<file path="config.mk">
export PLATFORM = sky130hd
export DESIGN_NAME = ccrb_top
export DESIGN_NICKNAME = d
export VERILOG_FILES = /design/src/rtl/ccrb_pkg.sv /design/src/rtl/ccrb_sync3.sv /design/src/rtl/ccrb_top.sv
export VERILOG_INCLUDE_DIRS = /design/src /design/src/rtl
export SDC_FILE = /design/constraint.sdc
export NUM_CORES = 1
export LEC_CHECK = 0
export ABC_AREA = 1
export ABC_CLOCK_PERIOD_IN_PS = 2200
export BUFFER_PORTS_ARGS = -buffer_cell sky130_fd_sc_hd__buf_4
export CAP_MARGIN = 25
export CORE_UTILIZATION = 50
export CTS_CLUSTER_DIAMETER = 100
export DETAILED_ROUTE_END_ITERATION = 10
export PLACE_DENSITY = 0.85
export SLEW_MARGIN = 15
export SYNTH_ARGS = -nofsm -noshare
export SYNTH_HDL_FRONTEND = slang
export SYNTH_HIERARCHICAL = 1
export SYNTH_SLANG_ARGS = --single-unit
</file>
<file path="constraint.sdc">
create_clock -name REF_CLK -period 2.2 [get_ports REF_CLK]
set_clock_uncertainty 0.05 [all_clocks]
set_input_delay 0.22 -clock REF_CLK [delete_from_list [all_inputs] [get_ports REF_CLK]]
set_output_delay 0.22 -clock REF_CLK [all_outputs]
set_load 0.01 [all_outputs]
</file>
<file path="src/rtl/ccrb_params.svh">
`ifndef CCRB_PARAMS_SVH
`define CCRB_PARAMS_SVH

// frame field positions
`define CCRB_TOP_MSB      15
`define CCRB_TOP_LSB      14
`define CCRB_RW_BIT       13
`define CCRB_ADDR_MSB     12
`define CCRB_ADDR_LSB     8
`define CCRB_DATA_MSB     7
`define CCRB_DATA_LSB     0

// register addresses
`define CCRB_ADDR_NOP     5'h00
`define CCRB_ADDR_C1      5'h01
`define CCRB_ADDR_C2      5'h02
`define CCRB_ADDR_C3      5'h03
`define CCRB_ADDR_C4      5'h04
`define CCRB_ADDR_C5      5'h05
`define CCRB_ADDR_C6      5'h06

// reset values
`define CCRB_RST_C1       8'h00
`define CCRB_RST_C2       8'h00
`define CCRB_RST_C3       8'h00
`define CCRB_RST_C4       8'h00
`define CCRB_RST_C5       8'h00
`define CCRB_RST_C6       8'h00

// writable bits; reserved and overflow bits stay zero in storage
`define CCRB_WMASK_C1     8'hef
`define CCRB_WMASK_C2     8'hfe
`define CCRB_WMASK_C3     8'hf7
`define CCRB_WMASK_C4     8'h7f
`define CCRB_WMASK_C5     8'hfe
`define CCRB_WMASK_C6     8'h80

// overflow flag position in control 2 and control 5
`define CCRB_OVF_BIT      0

// mute codes
`define CCRB_MON_MUTE     3'h0
`define CCRB_DRX_MUTE     3'h4
`define CCRB_DDAC_MUTE    3'h4
`define CCRB_VGAIN_MUTE   6'h30

`endif

</file>
<file path="src/rtl/ccrb_pkg.sv">
`default_nettype none
package ccrb_pkg;
  typedef logic [15:0] ccrb_frame_t;
  typedef logic [4:0]  ccrb_addr_t;
  typedef logic [7:0]  ccrb_byte_t;
  typedef logic [5:0]  ccrb_vgain_t;
  typedef logic [2:0]  ccrb_gain3_t;
endpackage : ccrb_pkg
`default_nettype wire

</file>
<file path="src/rtl/ccrb_sync3.sv">
`default_nettype none
module ccrb_sync3 #(
  parameter int WIDTH = 2
) (
  // clock and reset
  input  wire logic             clk,
  input  wire logic             rst_b,
  // asynchronous level in, filtered level out
  input  wire logic [WIDTH-1:0] async_in,
  output var  logic [WIDTH-1:0] level_out
);
  logic [WIDTH-1:0] s1_ff;
  logic [WIDTH-1:0] s2_ff;
  logic [WIDTH-1:0] s3_ff;

  // three stage chain; first stage feeds only the second
  always_ff @(posedge clk or negedge rst_b) begin
    if (!rst_b) begin
      s1_ff <= '0;
      s2_ff <= '0;
      s3_ff <= '0;
    end else begin
      s1_ff <= async_in;
      s2_ff <= s1_ff;
      s3_ff <= s2_ff;
    end
  end

  // a bit changes only once stages two and three agree
  always_ff @(posedge clk or negedge rst_b) begin
    if (!rst_b) begin
      level_out <= '0;
    end else begin
      for (int i = 0; i < WIDTH; i++) begin
        if (s2_ff[i] == s3_ff[i]) begin
          level_out[i] <= s3_ff[i];
        end
      end
    end
  end
endmodule : ccrb_sync3
`default_nettype wire

</file>
<file path="src/rtl/ccrb_top.sv">
//
// Contract
// - frame bits 12..8 hold register address, bits 7..0 hold data
// - frame bit 13 low writes, high reads the addressed register
// - bits 15..14 zero; address 0 no operation; 1..6 select controls
// - control 1 bit 7 resets data channel; control 3 bit 7 voice
// - control 1 bit 6 powers down the data channel
// - control 1 bit 5 data loopback; bit 4 reserved, written zero
// - control 1 bit 3 picks monitor source: gain stage or DAC
// - control 1 bits 2..0 monitor gain, code 0 mutes
// - control 2 bits 7..5 data receive input gain, code 4 mutes
// - control 2 bits 4..2 data DAC attenuation, code 4 mutes
// - control 2 bit 1 enables monitor speaker driver, else muted
// - bit 0 of controls 2 and 5 reports ADC overflow
// - control 3 bit 6 powers down the voice channel
// - control 3 bits 5,4 voice loopbacks; bit 3 reserved zero
// - control 3 bit 2 selects microphone; bit 1 low selects handset
// - control 3 bit 0 mutes the line interface output buffer
// - control 4 bit 6 microphone preamp 20 dB; bit 7 reserved
// - control 4 bits 5..0 voice ADC gain, code 48 mutes
// - control 5 bits 7..2 voice DAC gain, same codes, 48 mutes
// - control 5 bit 1 enables headphone buffers, else muted
// - control 6 bit 7 mutes handset output; bits 6..0 reserved
`default_nettype none
`include "ccrb_params.svh"
module ccrb_top (
  // clock and reset
  input  wire logic                 REF_CLK,
  input  wire logic                 RST_B,
  // secondary frame in from the serial port logic
  input  wire logic                 FRAME_VALID,
  input  wire ccrb_pkg::ccrb_frame_t FRAME_WORD,
  // response frame out
  output var  logic                 RESP_VALID,
  output var  ccrb_pkg::ccrb_frame_t RESP_WORD,
  // overflow levels from the converters
  input  wire logic                 DATA_ADC_OVF,
  input  wire logic                 VOICE_ADC_OVF,
  // data channel controls
  output var  logic                 DATA_SW_RESET,
  output var  logic                 DATA_PWR_DOWN,
  output var  logic                 DATA_LOOPBACK,
  output var  logic                 MON_SRC_SEL,
  output var  ccrb_pkg::ccrb_gain3_t MON_GAIN,
  output var  ccrb_pkg::ccrb_gain3_t DATA_RX_GAIN,
  output var  ccrb_pkg::ccrb_gain3_t DATA_DAC_ATTEN,
  output var  logic                 MON_SPKR_EN,
  // voice channel controls
  output var  logic                 VOICE_SW_RESET,
  output var  logic                 VOICE_PWR_DOWN,
  output var  logic                 VOICE_LOOP_A,
  output var  logic                 VOICE_LOOP_B,
  output var  logic                 MIC_SEL,
  output var  logic                 HANDSET_SEL_B,
  output var  logic                 LINE_OUT_MUTE,
  output var  logic                 MIC_PREAMP_HI,
  output var  ccrb_pkg::ccrb_vgain_t VOICE_ADC_GAIN,
  output var  ccrb_pkg::ccrb_vgain_t VOICE_DAC_GAIN,
  output var  logic                 HP_SPKR_EN,
  output var  logic                 HANDSET_OUT_MUTE,
  // decoded mute states
  output var  logic                 MON_MUTE,
  output var  logic                 DATA_RX_MUTE,
  output var  logic                 DATA_DAC_MUTE,
  output var  logic                 VOICE_ADC_MUTE,
  output var  logic                 VOICE_DAC_MUTE
);
  import ccrb_pkg::*;

  ccrb_byte_t  ctl_ff [1:6];
  logic [1:0]  ovf_lvl;
  ccrb_addr_t  frm_addr;
  ccrb_byte_t  frm_data;
  logic        frm_read;
  logic        frm_ok;
  logic        addr_hit;
  logic        wr_hit;
  logic [2:0]  frm_idx;
  ccrb_byte_t  rd_data;
  logic        resp_valid_ff;
  ccrb_frame_t resp_word_ff;
  logic        mon_mute_ff;
  logic        drx_mute_ff;
  logic        ddac_mute_ff;
  logic        vadc_mute_ff;
  logic        vdac_mute_ff;

  // frame field split
  assign frm_addr = FRAME_WORD[`CCRB_ADDR_MSB:`CCRB_ADDR_LSB];
  assign frm_data = FRAME_WORD[`CCRB_DATA_MSB:`CCRB_DATA_LSB];
  assign frm_read = FRAME_WORD[`CCRB_RW_BIT];
  assign frm_ok   = FRAME_VALID &&
                    (FRAME_WORD[`CCRB_TOP_MSB:`CCRB_TOP_LSB] == 2'b00);
  assign addr_hit = (frm_addr >= `CCRB_ADDR_C1) &&
                    (frm_addr <= `CCRB_ADDR_C6);
  assign wr_hit   = frm_ok && !frm_read && addr_hit;
  assign frm_idx  = frm_addr[2:0];

  // writable bit mask per register
  function automatic ccrb_byte_t wmask(input logic [2:0] idx);
    ccrb_byte_t m;
    case (idx)
      3'h1:    m = `CCRB_WMASK_C1;
      3'h2:    m = `CCRB_WMASK_C2;
      3'h3:    m = `CCRB_WMASK_C3;
      3'h4:    m = `CCRB_WMASK_C4;
      3'h5:    m = `CCRB_WMASK_C5;
      3'h6:    m = `CCRB_WMASK_C6;
      default: m = 8'h00;
    endcase
    return m;
  endfunction : wmask

  // overflow levels pass the three stage filter
  ccrb_sync3 #(
    .WIDTH (2)
  ) u_ovf_sync (
    .clk       (REF_CLK),
    .rst_b     (RST_B),
    .async_in  ({VOICE_ADC_OVF, DATA_ADC_OVF}),
    .level_out (ovf_lvl)
  );

  // control register storage
  always_ff @(posedge REF_CLK or negedge RST_B) begin
    if (!RST_B) begin
      ctl_ff[1] <= `CCRB_RST_C1;
      ctl_ff[2] <= `CCRB_RST_C2;
      ctl_ff[3] <= `CCRB_RST_C3;
      ctl_ff[4] <= `CCRB_RST_C4;
      ctl_ff[5] <= `CCRB_RST_C5;
      ctl_ff[6] <= `CCRB_RST_C6;
    end else if (wr_hit) begin
      ctl_ff[frm_idx] <= frm_data & wmask(frm_idx);
    end
  end

  // read mux with live overflow flags in bit 0
  always_comb begin
    case (frm_addr)
      `CCRB_ADDR_C1: rd_data = ctl_ff[1];
      `CCRB_ADDR_C2: rd_data = {ctl_ff[2][7:1], ovf_lvl[0]};
      `CCRB_ADDR_C3: rd_data = ctl_ff[3];
      `CCRB_ADDR_C4: rd_data = ctl_ff[4];
      `CCRB_ADDR_C5: rd_data = {ctl_ff[5][7:1], ovf_lvl[1]};
      `CCRB_ADDR_C6: rd_data = ctl_ff[6];
      default:       rd_data = 8'h00;     // no operation and unmapped
    endcase
  end

  // response frame one cycle after a read frame
  always_ff @(posedge REF_CLK or negedge RST_B) begin
    if (!RST_B) begin
      resp_valid_ff <= 1'b0;
      resp_word_ff  <= 16'h0000;
    end else begin
      resp_valid_ff <= frm_ok && frm_read;
      if (frm_ok && frm_read) begin
        resp_word_ff <= {2'b00, 1'b1, frm_addr, rd_data};
      end
    end
  end

  assign RESP_VALID = resp_valid_ff;
  assign RESP_WORD  = resp_word_ff;

  // mute decodes, registered from the stored codes
  always_ff @(posedge REF_CLK or negedge RST_B) begin
    if (!RST_B) begin
      mon_mute_ff  <= 1'b1;
      drx_mute_ff  <= 1'b0;
      ddac_mute_ff <= 1'b0;
      vadc_mute_ff <= 1'b0;
      vdac_mute_ff <= 1'b0;
    end else begin
      mon_mute_ff  <= (ctl_ff[1][2:0] == `CCRB_MON_MUTE);
      drx_mute_ff  <= (ctl_ff[2][7:5] == `CCRB_DRX_MUTE);
      ddac_mute_ff <= (ctl_ff[2][4:2] == `CCRB_DDAC_MUTE);
      vadc_mute_ff <= (ctl_ff[4][5:0] == `CCRB_VGAIN_MUTE);
      vdac_mute_ff <= (ctl_ff[5][7:2] == `CCRB_VGAIN_MUTE);
    end
  end

  assign MON_MUTE       = mon_mute_ff;
  assign DATA_RX_MUTE   = drx_mute_ff;
  assign DATA_DAC_MUTE  = ddac_mute_ff;
  assign VOICE_ADC_MUTE = vadc_mute_ff;
  assign VOICE_DAC_MUTE = vdac_mute_ff;

  // data channel controls straight from stored bits
  assign DATA_SW_RESET  = ctl_ff[1][7];
  assign DATA_PWR_DOWN  = ctl_ff[1][6];
  assign DATA_LOOPBACK  = ctl_ff[1][5];
  assign MON_SRC_SEL    = ctl_ff[1][3];
  assign MON_GAIN       = ctl_ff[1][2:0];
  assign DATA_RX_GAIN   = ctl_ff[2][7:5];
  assign DATA_DAC_ATTEN = ctl_ff[2][4:2];
  assign MON_SPKR_EN    = ctl_ff[2][1];

  // voice channel controls straight from stored bits
  assign VOICE_SW_RESET   = ctl_ff[3][7];
  assign VOICE_PWR_DOWN   = ctl_ff[3][6];
  assign VOICE_LOOP_A     = ctl_ff[3][5];
  assign VOICE_LOOP_B     = ctl_ff[3][4];
  assign MIC_SEL          = ctl_ff[3][2];
  assign HANDSET_SEL_B    = ctl_ff[3][1];
  assign LINE_OUT_MUTE    = ctl_ff[3][0];
  assign MIC_PREAMP_HI    = ctl_ff[4][6];
  assign VOICE_ADC_GAIN   = ctl_ff[4][5:0];
  assign VOICE_DAC_GAIN   = ctl_ff[5][7:2];
  assign HP_SPKR_EN       = ctl_ff[5][1];
  assign HANDSET_OUT_MUTE = ctl_ff[6][7];

  // a write frame to control 1 lands its data field, masked to the writable bits, in that register
  frame_write_a: assert property (
    @(posedge REF_CLK) disable iff (!RST_B)
    wr_hit && frm_addr == `CCRB_ADDR_C1 |=>
      ctl_ff[1] == ($past(frm_data) & `CCRB_WMASK_C1))
    else $error("control 1 did not take the written data");

  // a read frame leaves controls 1, 3 and 6 unchanged
  read_no_write_a: assert property (
    @(posedge REF_CLK) disable iff (!RST_B)
    frm_ok && frm_read |=>
      $stable(ctl_ff[1]) && $stable(ctl_ff[3]) && $stable(ctl_ff[6]))
    else $error("read frame altered a register");

  // frames with a nonzero prefix get no response and leave controls 2 and 4 unchanged
  bad_prefix_a: assert property (
    @(posedge REF_CLK) disable iff (!RST_B)
    FRAME_VALID && FRAME_WORD[15:14] != 2'b00 |=>
      !RESP_VALID && $stable(ctl_ff[2]) && $stable(ctl_ff[4]))
    else $error("frame with nonzero prefix was acted on");

  // a write to address zero leaves controls 1, 5 and 6 unchanged
  nop_write_a: assert property (
    @(posedge REF_CLK) disable iff (!RST_B)
    frm_ok && !frm_read && frm_addr == `CCRB_ADDR_NOP |=>
      $stable(ctl_ff[1]) && $stable(ctl_ff[5]) && $stable(ctl_ff[6]))
    else $error("no operation address changed a register");

  // reserved and overflow storage bits stay clear
  reserved_zero_a: assert property (
    @(posedge REF_CLK) disable iff (!RST_B)
    ctl_ff[1][4] == 1'b0 && ctl_ff[3][3] == 1'b0 &&
    ctl_ff[4][7] == 1'b0 && ctl_ff[6][6:0] == 7'h00 &&
    ctl_ff[2][0] == 1'b0 && ctl_ff[5][0] == 1'b0)
    else $error("reserved bit was stored");

  // read of control 2 answers with address and live overflow
  read_resp_a: assert property (
    @(posedge REF_CLK) disable iff (!RST_B)
    frm_ok && frm_read && frm_addr == `CCRB_ADDR_C2 |=>
      RESP_VALID && RESP_WORD[12:8] == `CCRB_ADDR_C2 &&
      RESP_WORD[0] == $past(ovf_lvl[0]) &&
      RESP_WORD[7:1] == $past(ctl_ff[2][7:1]))
    else $error("control 2 read response is wrong");

  // overflow of the voice converter appears in control 5 reads
  voice_ovf_a: assert property (
    @(posedge REF_CLK) disable iff (!RST_B)
    frm_ok && frm_read && frm_addr == `CCRB_ADDR_C5 |=>
      RESP_WORD[0] == $past(ovf_lvl[1]))
    else $error("voice overflow missing from response");

  // writing code 48 to the voice dac gain mutes two cycles later
  vdac_mute_a: assert property (
    @(posedge REF_CLK) disable iff (!RST_B)
    wr_hit && frm_addr == `CCRB_ADDR_C5 &&
    frm_data[7:2] == `CCRB_VGAIN_MUTE |-> ##2 VOICE_DAC_MUTE)
    else $error("voice dac did not mute on code 48");

  // writing code 4 to the receive gain mutes two cycles later
  drx_mute_a: assert property (
    @(posedge REF_CLK) disable iff (!RST_B)
    wr_hit && frm_addr == `CCRB_ADDR_C2 &&
    frm_data[7:5] == `CCRB_DRX_MUTE |-> ##2 DATA_RX_MUTE)
    else $error("receive gain did not mute on code 4");

  // after reset control 2 leaves gains at zero and speaker muted
  reg2_reset_a: assert property (
    @(posedge REF_CLK) disable iff (!RST_B)
    $rose(RST_B) |-> DATA_RX_GAIN == 3'h0 && DATA_DAC_ATTEN == 3'h0 &&
      !MON_SPKR_EN)
    else $error("control 2 not clear after reset");

  // voice software reset and handset select bits follow a write of control 3
  voice_reset_a: assert property (
    @(posedge REF_CLK) disable iff (!RST_B)
    wr_hit && frm_addr == `CCRB_ADDR_C3 |=>
      VOICE_SW_RESET == $past(frm_data[7]) &&
      HANDSET_SEL_B == $past(frm_data[1]))
    else $error("voice control bits did not follow the write");

  // control 1 write drives the data channel controls the next cycle
  data_ctl_a: assert property (
    @(posedge REF_CLK) disable iff (!RST_B)
    wr_hit && frm_addr == `CCRB_ADDR_C1 |=>
      DATA_SW_RESET == $past(frm_data[7]) &&
      DATA_PWR_DOWN == $past(frm_data[6]) &&
      DATA_LOOPBACK == $past(frm_data[5]) &&
      MON_SRC_SEL == $past(frm_data[3]) &&
      MON_GAIN == $past(frm_data[2:0]))
    else $error("data channel controls did not follow the write");

  // control 2 write drives gains and the monitor speaker enable
  data_gain_a: assert property (
    @(posedge REF_CLK) disable iff (!RST_B)
    wr_hit && frm_addr == `CCRB_ADDR_C2 |=>
      DATA_RX_GAIN == $past(frm_data[7:5]) &&
      DATA_DAC_ATTEN == $past(frm_data[4:2]) &&
      MON_SPKR_EN == $past(frm_data[1]))
    else $error("data channel gains did not follow the write");

  // control 3 write drives power down, loopbacks, source and mute
  voice_ctl_a: assert property (
    @(posedge REF_CLK) disable iff (!RST_B)
    wr_hit && frm_addr == `CCRB_ADDR_C3 |=>
      VOICE_PWR_DOWN == $past(frm_data[6]) &&
      VOICE_LOOP_A == $past(frm_data[5]) &&
      VOICE_LOOP_B == $past(frm_data[4]) &&
      MIC_SEL == $past(frm_data[2]) &&
      LINE_OUT_MUTE == $past(frm_data[0]))
    else $error("voice channel controls did not follow the write");

  // control 4 write drives preamp gain and voice adc gain
  voice_in_a: assert property (
    @(posedge REF_CLK) disable iff (!RST_B)
    wr_hit && frm_addr == `CCRB_ADDR_C4 |=>
      MIC_PREAMP_HI == $past(frm_data[6]) &&
      VOICE_ADC_GAIN == $past(frm_data[5:0]))
    else $error("voice input gains did not follow the write");

  // control 5 write drives voice dac gain and headphone enable
  voice_out_a: assert property (
    @(posedge REF_CLK) disable iff (!RST_B)
    wr_hit && frm_addr == `CCRB_ADDR_C5 |=>
      VOICE_DAC_GAIN == $past(frm_data[7:2]) &&
      HP_SPKR_EN == $past(frm_data[1]))
    else $error("voice output gains did not follow the write");

  // mute flags track the stored codes one cycle behind
  mon_mute_a: assert property (
    @(posedge REF_CLK) disable iff (!RST_B)
    MON_MUTE == ($past(MON_GAIN) == `CCRB_MON_MUTE))
    else $error("monitor mute flag does not match its code");

  ddac_mute_a: assert property (
    @(posedge REF_CLK) disable iff (!RST_B)
    DATA_DAC_MUTE == ($past(DATA_DAC_ATTEN) == `CCRB_DDAC_MUTE))
    else $error("dac attenuation mute flag does not match its code");

  vadc_mute_a: assert property (
    @(posedge REF_CLK) disable iff (!RST_B)
    VOICE_ADC_MUTE == ($past(VOICE_ADC_GAIN) == `CCRB_VGAIN_MUTE))
    else $error("voice adc mute flag does not match its code");
endmodule : ccrb_top
`default_nettype wire

</file>
## Word level (Yosys, flattened, before mapping)

Cells that the tools add are included.

- Register bits after elaboration: 76
- Bits of input ports: 21

- $lt $le $gt $ge: 4
- Reductions and logical operators: 10
- Bitwise operators: 2
- Equality and inequality tests: 18
- Multiplexer cells: 6

Operators with widths:

| kind | number |
|---|---|
| $bwmux 48 | 1 |
| $pmux 8 s6 | 1 |
| $pmux 8 s5 | 1 |
| $demux 8 s3 | 1 |
| $mux 8 | 2 |
| $eq 3x3->1 const B | 5 |
| $eq 5x3->1 const B | 3 |
| $eq 6x6->1 const B | 2 |
| $eq 5x2->1 const B | 2 |
| $and 8x8->8 | 1 |
| $eq 3x2->1 const B | 2 |
| $logic_and 1x1->1 | 6 |
| $eq 5x1->1 const B | 1 |
| $ge 5x1->1 const B | 1 |
| $le 5x3->1 const B | 1 |
| $ge 4x4->1 const B | 1 |
| $lt 4x1->1 const B | 1 |
| $not 3->4 | 1 |
| $eq 3x1->1 const B | 1 |
| $logic_not 3->1 | 1 |
| $eq 1x1->1 | 2 |
| $logic_not 2->1 | 1 |
| $reduce_or 2->1 | 1 |
| $logic_not 1->1 | 1 |

## Depth between registers and ports, before layout

Gate-level depths: netlist of run 1.

- Depth after elaboration: 7
- Depth in mapped cells: 10
- Depth with buffers taken out: 8

## Cells and area by module

The synthesis of run 1 kept the hierarchy.

By module, submodules not included:

| module | cells each | times used | area each (um^2) |
|---|---|---|---|
| ccrb_top | 398 | 1 | 3495.9 |
| ccrb_sync3 | 16 | 1 | 232.7 |

## Worst setup path before layout of run 1

OpenSTA, ideal clock, no wires.

- Path kind: input to register
- Start point: in FRAME_WORD[8]
- End point: reg ctl_ff, in the netlist MIC_PREAMP_HI
- Arrival time: 1.069 ns
- Path slack: 0.959 ns
- Path buffers: 2
- Stages on the path: 10
- Library setup time: 0.122 ns
- Data required time: 2.028 ns
- Path through: buf_6 inv_6 nand2_4 nor2_4 nand2_2 nor2_2 inv_2 buf_6 nand2_2 o21ai_2

- Longest elaborated chain between the ends: 6
- Elaborated cells on any way between the ends: 21
- Those cells by class: order compare (4); eq/ne (6); mux (5); bitwise (2); reduce/logical (4)

RTL lines:

| what | RTL line | RTL |
|---|---|---|
| start: declaration | ccrb_top.sv:32 | `input wire ccrb_pkg::ccrb_frame_t FRAME_WORD,` |
| $not 3->4 (not written as such) (tied with other cells) | ccrb_top.sv:134 | `ctl_ff[frm_idx] <= frm_data & wmask(frm_idx);` |
| $ge 4x4->1 (not written as such) (tied with other cells) | ccrb_top.sv:134 |  |
| $logic_and 1x1->1 (not written as such) or $pmux 8 s5 (tied branches) | ccrb_top.sv:134, ccrb_top.sv:102 |  |
| $mux 8 (on tied branches) | ccrb_top.sv:134, ccrb_top.sv:133 |  |
| $demux 8 s3 or $and 8x8->8 (tied branches) | ccrb_top.sv:134 |  |
| $bwmux 48 | ccrb_top.sv:134 |  |
| end signal: indexed assignment | ccrb_top.sv:134 |  |
| end: declaration | ccrb_top.sv:70 | `ccrb_byte_t ctl_ff [1:6];` |

Parallel ways exist; a longest one is shown, timed or not. The select of a mux whose other input is x is not followed.
A chain may end at the register's enable or synchronous reset.

## Final worst setup path of run 1

- Start point: in FRAME_WORD[10]
- End point: reg ctl_ff, in the netlist HANDSET_SEL_B

The elaborated chain is that of the path after synthesis.

==> run metrics, run 1 <==
outcome completed; vias post-DR 2993; Reg clk slew, reported paths roughly 80 ps; sequential fraction of the synthesis area 0.497; Post-Route WL 9.23 mm; pwr dens 701 nW/um^2; DR DRC count 0; synth unique cells 31; worst-path cell chain buf_4, nand2_2, inv_1, nor2_1, nor2_1, inv_1, nand2_1, o21ai_0; post-CTS setup buffer count 0; Hold Path Stages 3; Setup Viol. Count Final 0; Mapped Area 3730 um^2; Syn Inst Count slightly above 400; internal power 2.23 mW; Final period util 0.593; P_sw 0.849 mW; Max Slew Vio Count 0; vias in the first global route 2827; Antenna Cells 0; clock network power share 0.342; Critical Path RT 2400 ps; Seq cells post-synth 74; Via-to-Cell Ratio 5.20; IO Count between 70 and 80; clk buf depth 2; Stages on worst setup path 8; RSZ-0062 raised after global routing false; initial antenna violation count 0; Final min period 1300 ps; Setup Crit Path Kind in2reg; CP startpoint kind input port; max_slew headroom 0.614; synth-to-layout area growth 17.8%; Syn. warnings 6; starting density of the core 0.517; CTS buffer count 9; fmax 0.766 GHz; Final nets just under 500; Total Die Area 7810 um^2; max incr delay on CP around 300 ps; IO Port Bufs 76; Core ar. 7210 um^2; Sw Ratio 0.276; CP Buf/Inv Count 3; routability cong. 0.899; CP max-delay cell o21ai_0; sequential share of power 0.498; DR pass1 iterations 5; worst slew pin tran between 500 and 600 ps; Top delay family on crit path simple AND/OR/NAND/NOR gates; Setup Slack @ Placement 595 ps; Fill cells 627; grt total ovfl 0; CTS sink cnt 74; Max H-tree Level 3; commonest non-fill, non-tap cell in the layout buf_4; setup TNS 0 ps; worst-skew pair later-pin latency 350 ps; VDD IR-drop max 0.000274 V; CTS root buffer clkbuf_8; total track usage 0.253; worst-path fanout max 16; final non-filler cell total 576; global-route wire length before repair roughly 14 mm; drt first-iter violations 295; Die W about 88 um; R2R cell count 4; Hold WC Path Type in2reg; DR WL/cell approximately 16 um; element type at the critical path end flop; Avg Inst Size Synth 9.01 um^2; Lkg Pwr 2.25 nW; max-cap violation count 0; largest net degree at the start of global routing 44; Fin. Hold Viols 0; CP arrival between 1500 and 2000 ps; most frequent cells in the layout 82 x buf_4, 73 x dfrtp_1, 71 x nand2_1; Final ANT Viol Nets 0; Final Worst Setup Slack 895 ps; row cnt 31; post-DP HPWL 6.64 mm; Die H roughly 88 um; TritonCTS clock tree yes; share of cells above drive strength 1 0.321; total placed cells including tap cells 557; combinational share of power 0.160
==> layout make-up <==
| cell class | instances | area (um^2) | area share |
|---|---|---|---|
| flip-flops and latches | 74 | 1850 | 0.422 |
| multi-input cells | 261 | 1390 | 0.316 |
| repair buffers | 86 | 666 | 0.152 |
| inverters | 40 | 165 | 0.0376 |
| clock buffers | 11 | 141 | 0.0322 |
| well taps | 99 | 124 | 0.0282 |
| clock inverters | 5 | 53.8 | 0.0122 |
==> power groups by stage <==
stage	clock [mW]	sequential, mW	combinational (mW)
after global routing	1.12	1.54	0.548
after detailed placement	0	1.56	0.491
after floorplan	0	1.57	0.258
final	1.05	1.53	0.494
after global placement	0	1.55	0.478
after CTS	1.06	1.53	0.498
==> worst register-to-register path, stage by stage (launching register included) <==
cell     delay, ps
dfrtp_1        430
nand4_1        120
nand2_1         70
nor2_1         190
a21oi_1        100
==> cells in the mapped netlist (all sizes together) <==
cell	number	area, um^2
nor2	62	340
nand3	30	163
o211ai	1	7.51
nand4	20	125
inv	40	165
buf	40	324
or2	9	56.3
nand2	82	360
nor4	1	6.26
dfstp	1	26.3
a21oi	16	91.3
nor3	4	20.0
and3	1	6.26
conb	1	3.75
nand3b	1	7.51
o21ai	31	193
and2	1	6.26
dfrtp	73	1830
==> layer usage <==
metal  share of wire  up-vias  track usage
li1                -     1425            -
met1            0.43     1431        0.339
met2            0.48      122        0.396
met3           0.071       15       0.0485
met4           0.025        0        0.126
met5               0        -            0
==> stage by stage <==
| step | cell area, um^2 | power [mW] | hold WS, ps | utilization |
|---|---|---|---|---|
| floorplan | 3730 | 1.83 | -126 | - |
| global placement | 4170 | 2.03 | 199 | 0.578 |
| detailed placement | 4170 | 2.05 | 207 | 0.578 |
| CTS | 4390 | 3.09 | 45.7 | 0.609 |
| global route | 4390 | 3.21 | 56.8 | 0.609 |
| finish | 4390 | 3.08 | 50.6 | 0.609 |
==> timing repair <==
| item | CTS | global route |
|---|---|---|
| resized for setup | 0 | 0 |
| hold buffers | 3 | 0 |
| endpoints found under the hold margin | 44 | 0 |
| setup endpoints to repair | 0 | 0 |
==> worst paths after layout <==
path	slack, ps	to	from
setup / recovery	900	HANDSET_SEL_B	FRAME_WORD[10]
hold / removal	50	RESP_WORD[11]	FRAME_WORD[11]
setup reg to reg	1120	RESP_WORD[1]	VOICE_ADC_GAIN[1]
hold reg to reg	300	u_ovf_sync/s2_ff[0]	u_ovf_sync/s1_ff[0]
max in group asynchronous	1100	MON_MUTE	RST_B
min in group asynchronous	370	VOICE_DAC_GAIN[5]	RST_B
==> sequential cells by signal, indices dropped and copies added, names as in the netlist, 3 cells and up <==
name and cells:
DATA_DAC_ATTEN 3, DATA_RX_GAIN 3, MON_GAIN 3, RESP_WORD 14, VOICE_ADC_GAIN 6, VOICE_DAC_GAIN 6
ctl_ff 10
==> cells by family (layout without fill, tap and decap cells) <==
family          Yosys count  in the layout  synth area share
other cells               1              2           0.00101
buf+inv                  80            142             0.131
compound gates           48             48            0.0782
simple gates            211            211             0.293
flops                    74             74             0.497
(Power assumes the default switching activity.)
==> run 2: changes to the inputs <==
- ABC_CLOCK_PERIOD_IN_PS: 2200 -> 1300
- clock period: 2.2 -> 1.3 ns (I/O delays scaled with it)
==> run 2 against run 1 <==
Effect of this change:
- combinational power increased by 87%
- core utilization increased by 4.2 points
- wire length increased by 7.0%
- sequential share of layout area decreased by 2.7 points
- critical path type is now reg2reg
- highest routed layer unchanged
==> run metrics, run 2 (same netlist as run 1, synthesis figures left out) <==
vias in the first global route 3089 (was 2827); cts repair resizes 0 (unchanged); Fin. Hold Viols 0 (unchanged); Max Slew Vio Count 0 (unchanged); RSZ-0062 raised after global routing false (unchanged); DR WL/cell 16.5 um (was 16.0 um); DR DRC count 0 (unchanged); Via-to-Cell Ratio 5.28 (was 5.20); row cnt 31 (unchanged); max incr delay on CP 430 ps (was 300 ps); max-cap violation count 0 (unchanged); design area 4700 um^2 (was 4390 um^2); worst-path fanout max 4 (was 16); largest net degree at the start of global routing 28 (was 44); Final ANT Viol Nets 0 (unchanged); CP Buf/Inv Count 0 (was 3); fmax 0.828 GHz; VDD IR-drop max 0.000555 V (was 0.000274 V); share of cells above drive strength 1 0.349 (was 0.321); commonest non-fill, non-tap cell in the layout buf_4 (unchanged); total power 5.60 mW (was 3.08 mW); Setup Crit Path Kind reg2reg (was in2reg); routability cong. 0.933 (was 0.899); CP arrival 1450 ps (was 1510 ps); Hold WC Path Type in2reg (unchanged); Core ar. 7210 um^2 (unchanged); Post-DP Area 4400 um^2 (was 4170 um^2); Lkg Pwr 2.40 nW (was 2.25 nW); global-route wire length before repair 15.4 mm (was 14.4 mm); initial antenna violation count 0 (unchanged); Die H 88.4 um (unchanged); grt total ovfl 0 (unchanged); Final period util 0.929; total track usage 0.274 (was 0.253); Final Core Density 0.651 (was 0.609); most frequent cells in the layout 97 x buf_4, 73 x dfrtp_1, 71 x nand2_1 (was 82 x buf_4, 73 x dfrtp_1, 71 x nand2_1); IO Port Bufs 76 (unchanged); Reg clk slew, reported paths 80 ps (about the same); CTS buffer count 9 (unchanged); post-CTS setup buffer count 0 (unchanged); Hold Slack 59.8 ps (was 50.6 ps); element type at the critical path end flop (unchanged); Antenna Cells 0 (unchanged); Top delay family on crit path simple AND/OR/NAND/NOR gates (unchanged); starting density of the core 0.517 (unchanged); max reg flops 14 (unchanged); CP max-delay cell dfrtp_1 (was o21ai_0); final non-filler cell total 600 (was 576); Final Worst Setup Slack 92.9 ps (was 895 ps); DR pass1 iterations 7 (was 5); Total Die Area 7810 um^2 (unchanged); worst-skew pair later-pin latency 360 ps (was 350 ps); Max H-tree Level 3 (unchanged); Critical Path RT 1540 ps (was 2400 ps); vias post-DR 3168 (was 2993); setup TNS 0 ps (unchanged); Setup Viol. Count Final 0 (unchanged); post-DP HPWL 6.99 mm (was 6.64 mm); total placed cells including tap cells 578 (was 557); outcome completed (unchanged); Final nets 517 (was 493); # hold bufs at CTS 6 (was 3); Die W 88.4 um (unchanged); Setup Slack @ Placement 1.50 ps (was 595 ps); drt first-iter violations 308 (was 295); synth-to-layout area growth 26.0% (was 17.8%); Post-Route WL 9.88 mm (was 9.23 mm); worst-path cell chain nor4_1, and3_1 (was buf_4, nand2_2, inv_1, nor2_1, nor2_1, inv_1, nand2_1, o21ai_0); Final min period 1210 ps; TritonCTS clock tree yes (unchanged); CTS root buffer clkbuf_8 (unchanged); pwr dens 1190 nW/um^2 (was 701 nW/um^2); CP startpoint kind flop (was input port); IO Count 79 (unchanged); clk buf depth 2 (unchanged); CTS sink cnt 74 (unchanged)
[run 2: cell count changes in the layout (fill, tap and decap cells not counted), moves of 3 or more]
cell	previous run	this run
buf_12	1	7
buf_4	82	97
clkinv_2	3	0
dlygate4sd3_1	3	6
[run 2: path summary, 6_finish.rpt]
path	depth (start not counted)	slack (ps)	start	to
max	2	90	VOICE_DAC_GAIN[0]	VOICE_DAC_MUTE
min	3	60	FRAME_WORD[9]	RESP_WORD[9]
max reg2reg	2	90	VOICE_DAC_GAIN[0]	VOICE_DAC_MUTE
min reg2reg	0	310	u_ovf_sync/s1_ff[1]	u_ovf_sync/s2_ff[1]
max in group asynchronous	3	540	RST_B	HANDSET_SEL_B
min in group asynchronous	2	170	RST_B	VOICE_DAC_GAIN[4]
[run 2: power breakdown]
part | internal [mW] | leakage, nW | switching [mW]
registers | 2.47 | 0.932 | 0.126
clock network | 1.19 | 0.116 | 0.882
logic | 0.430 | 1.36 | 0.493
total | 4.10 | 2.40 | 1.50
[run 2: cell type report]
| class | count | area, um^2 |
|---|---|---|
| fillers | 575 | 2520 |
| flip-flops and latches | 74 | 1850 |
| multi-input cells | 261 | 1390 |
| repair buffers | 110 | 928 |
| inverters | 40 | 165 |
| clock buffers | 11 | 151 |
| well taps | 99 | 124 |
| clock inverters | 5 | 85.1 |
[run 2: worst reg2reg max path, cell delays in order, from the launching register on]
cell     delay (ps)
dfrtp_1         430
nor4_1          380
and3_1          270
[run 2: per-layer routing]
| metal | global-route usage | share of wire |
|---|---|---|
| met1 | 0.348 | 0.41 |
| met2 | 0.425 | 0.48 |
| met3 | 0.0690 | 0.068 |
| met4 | 0.160 | 0.041 |
| met5 | 0 | 0 |
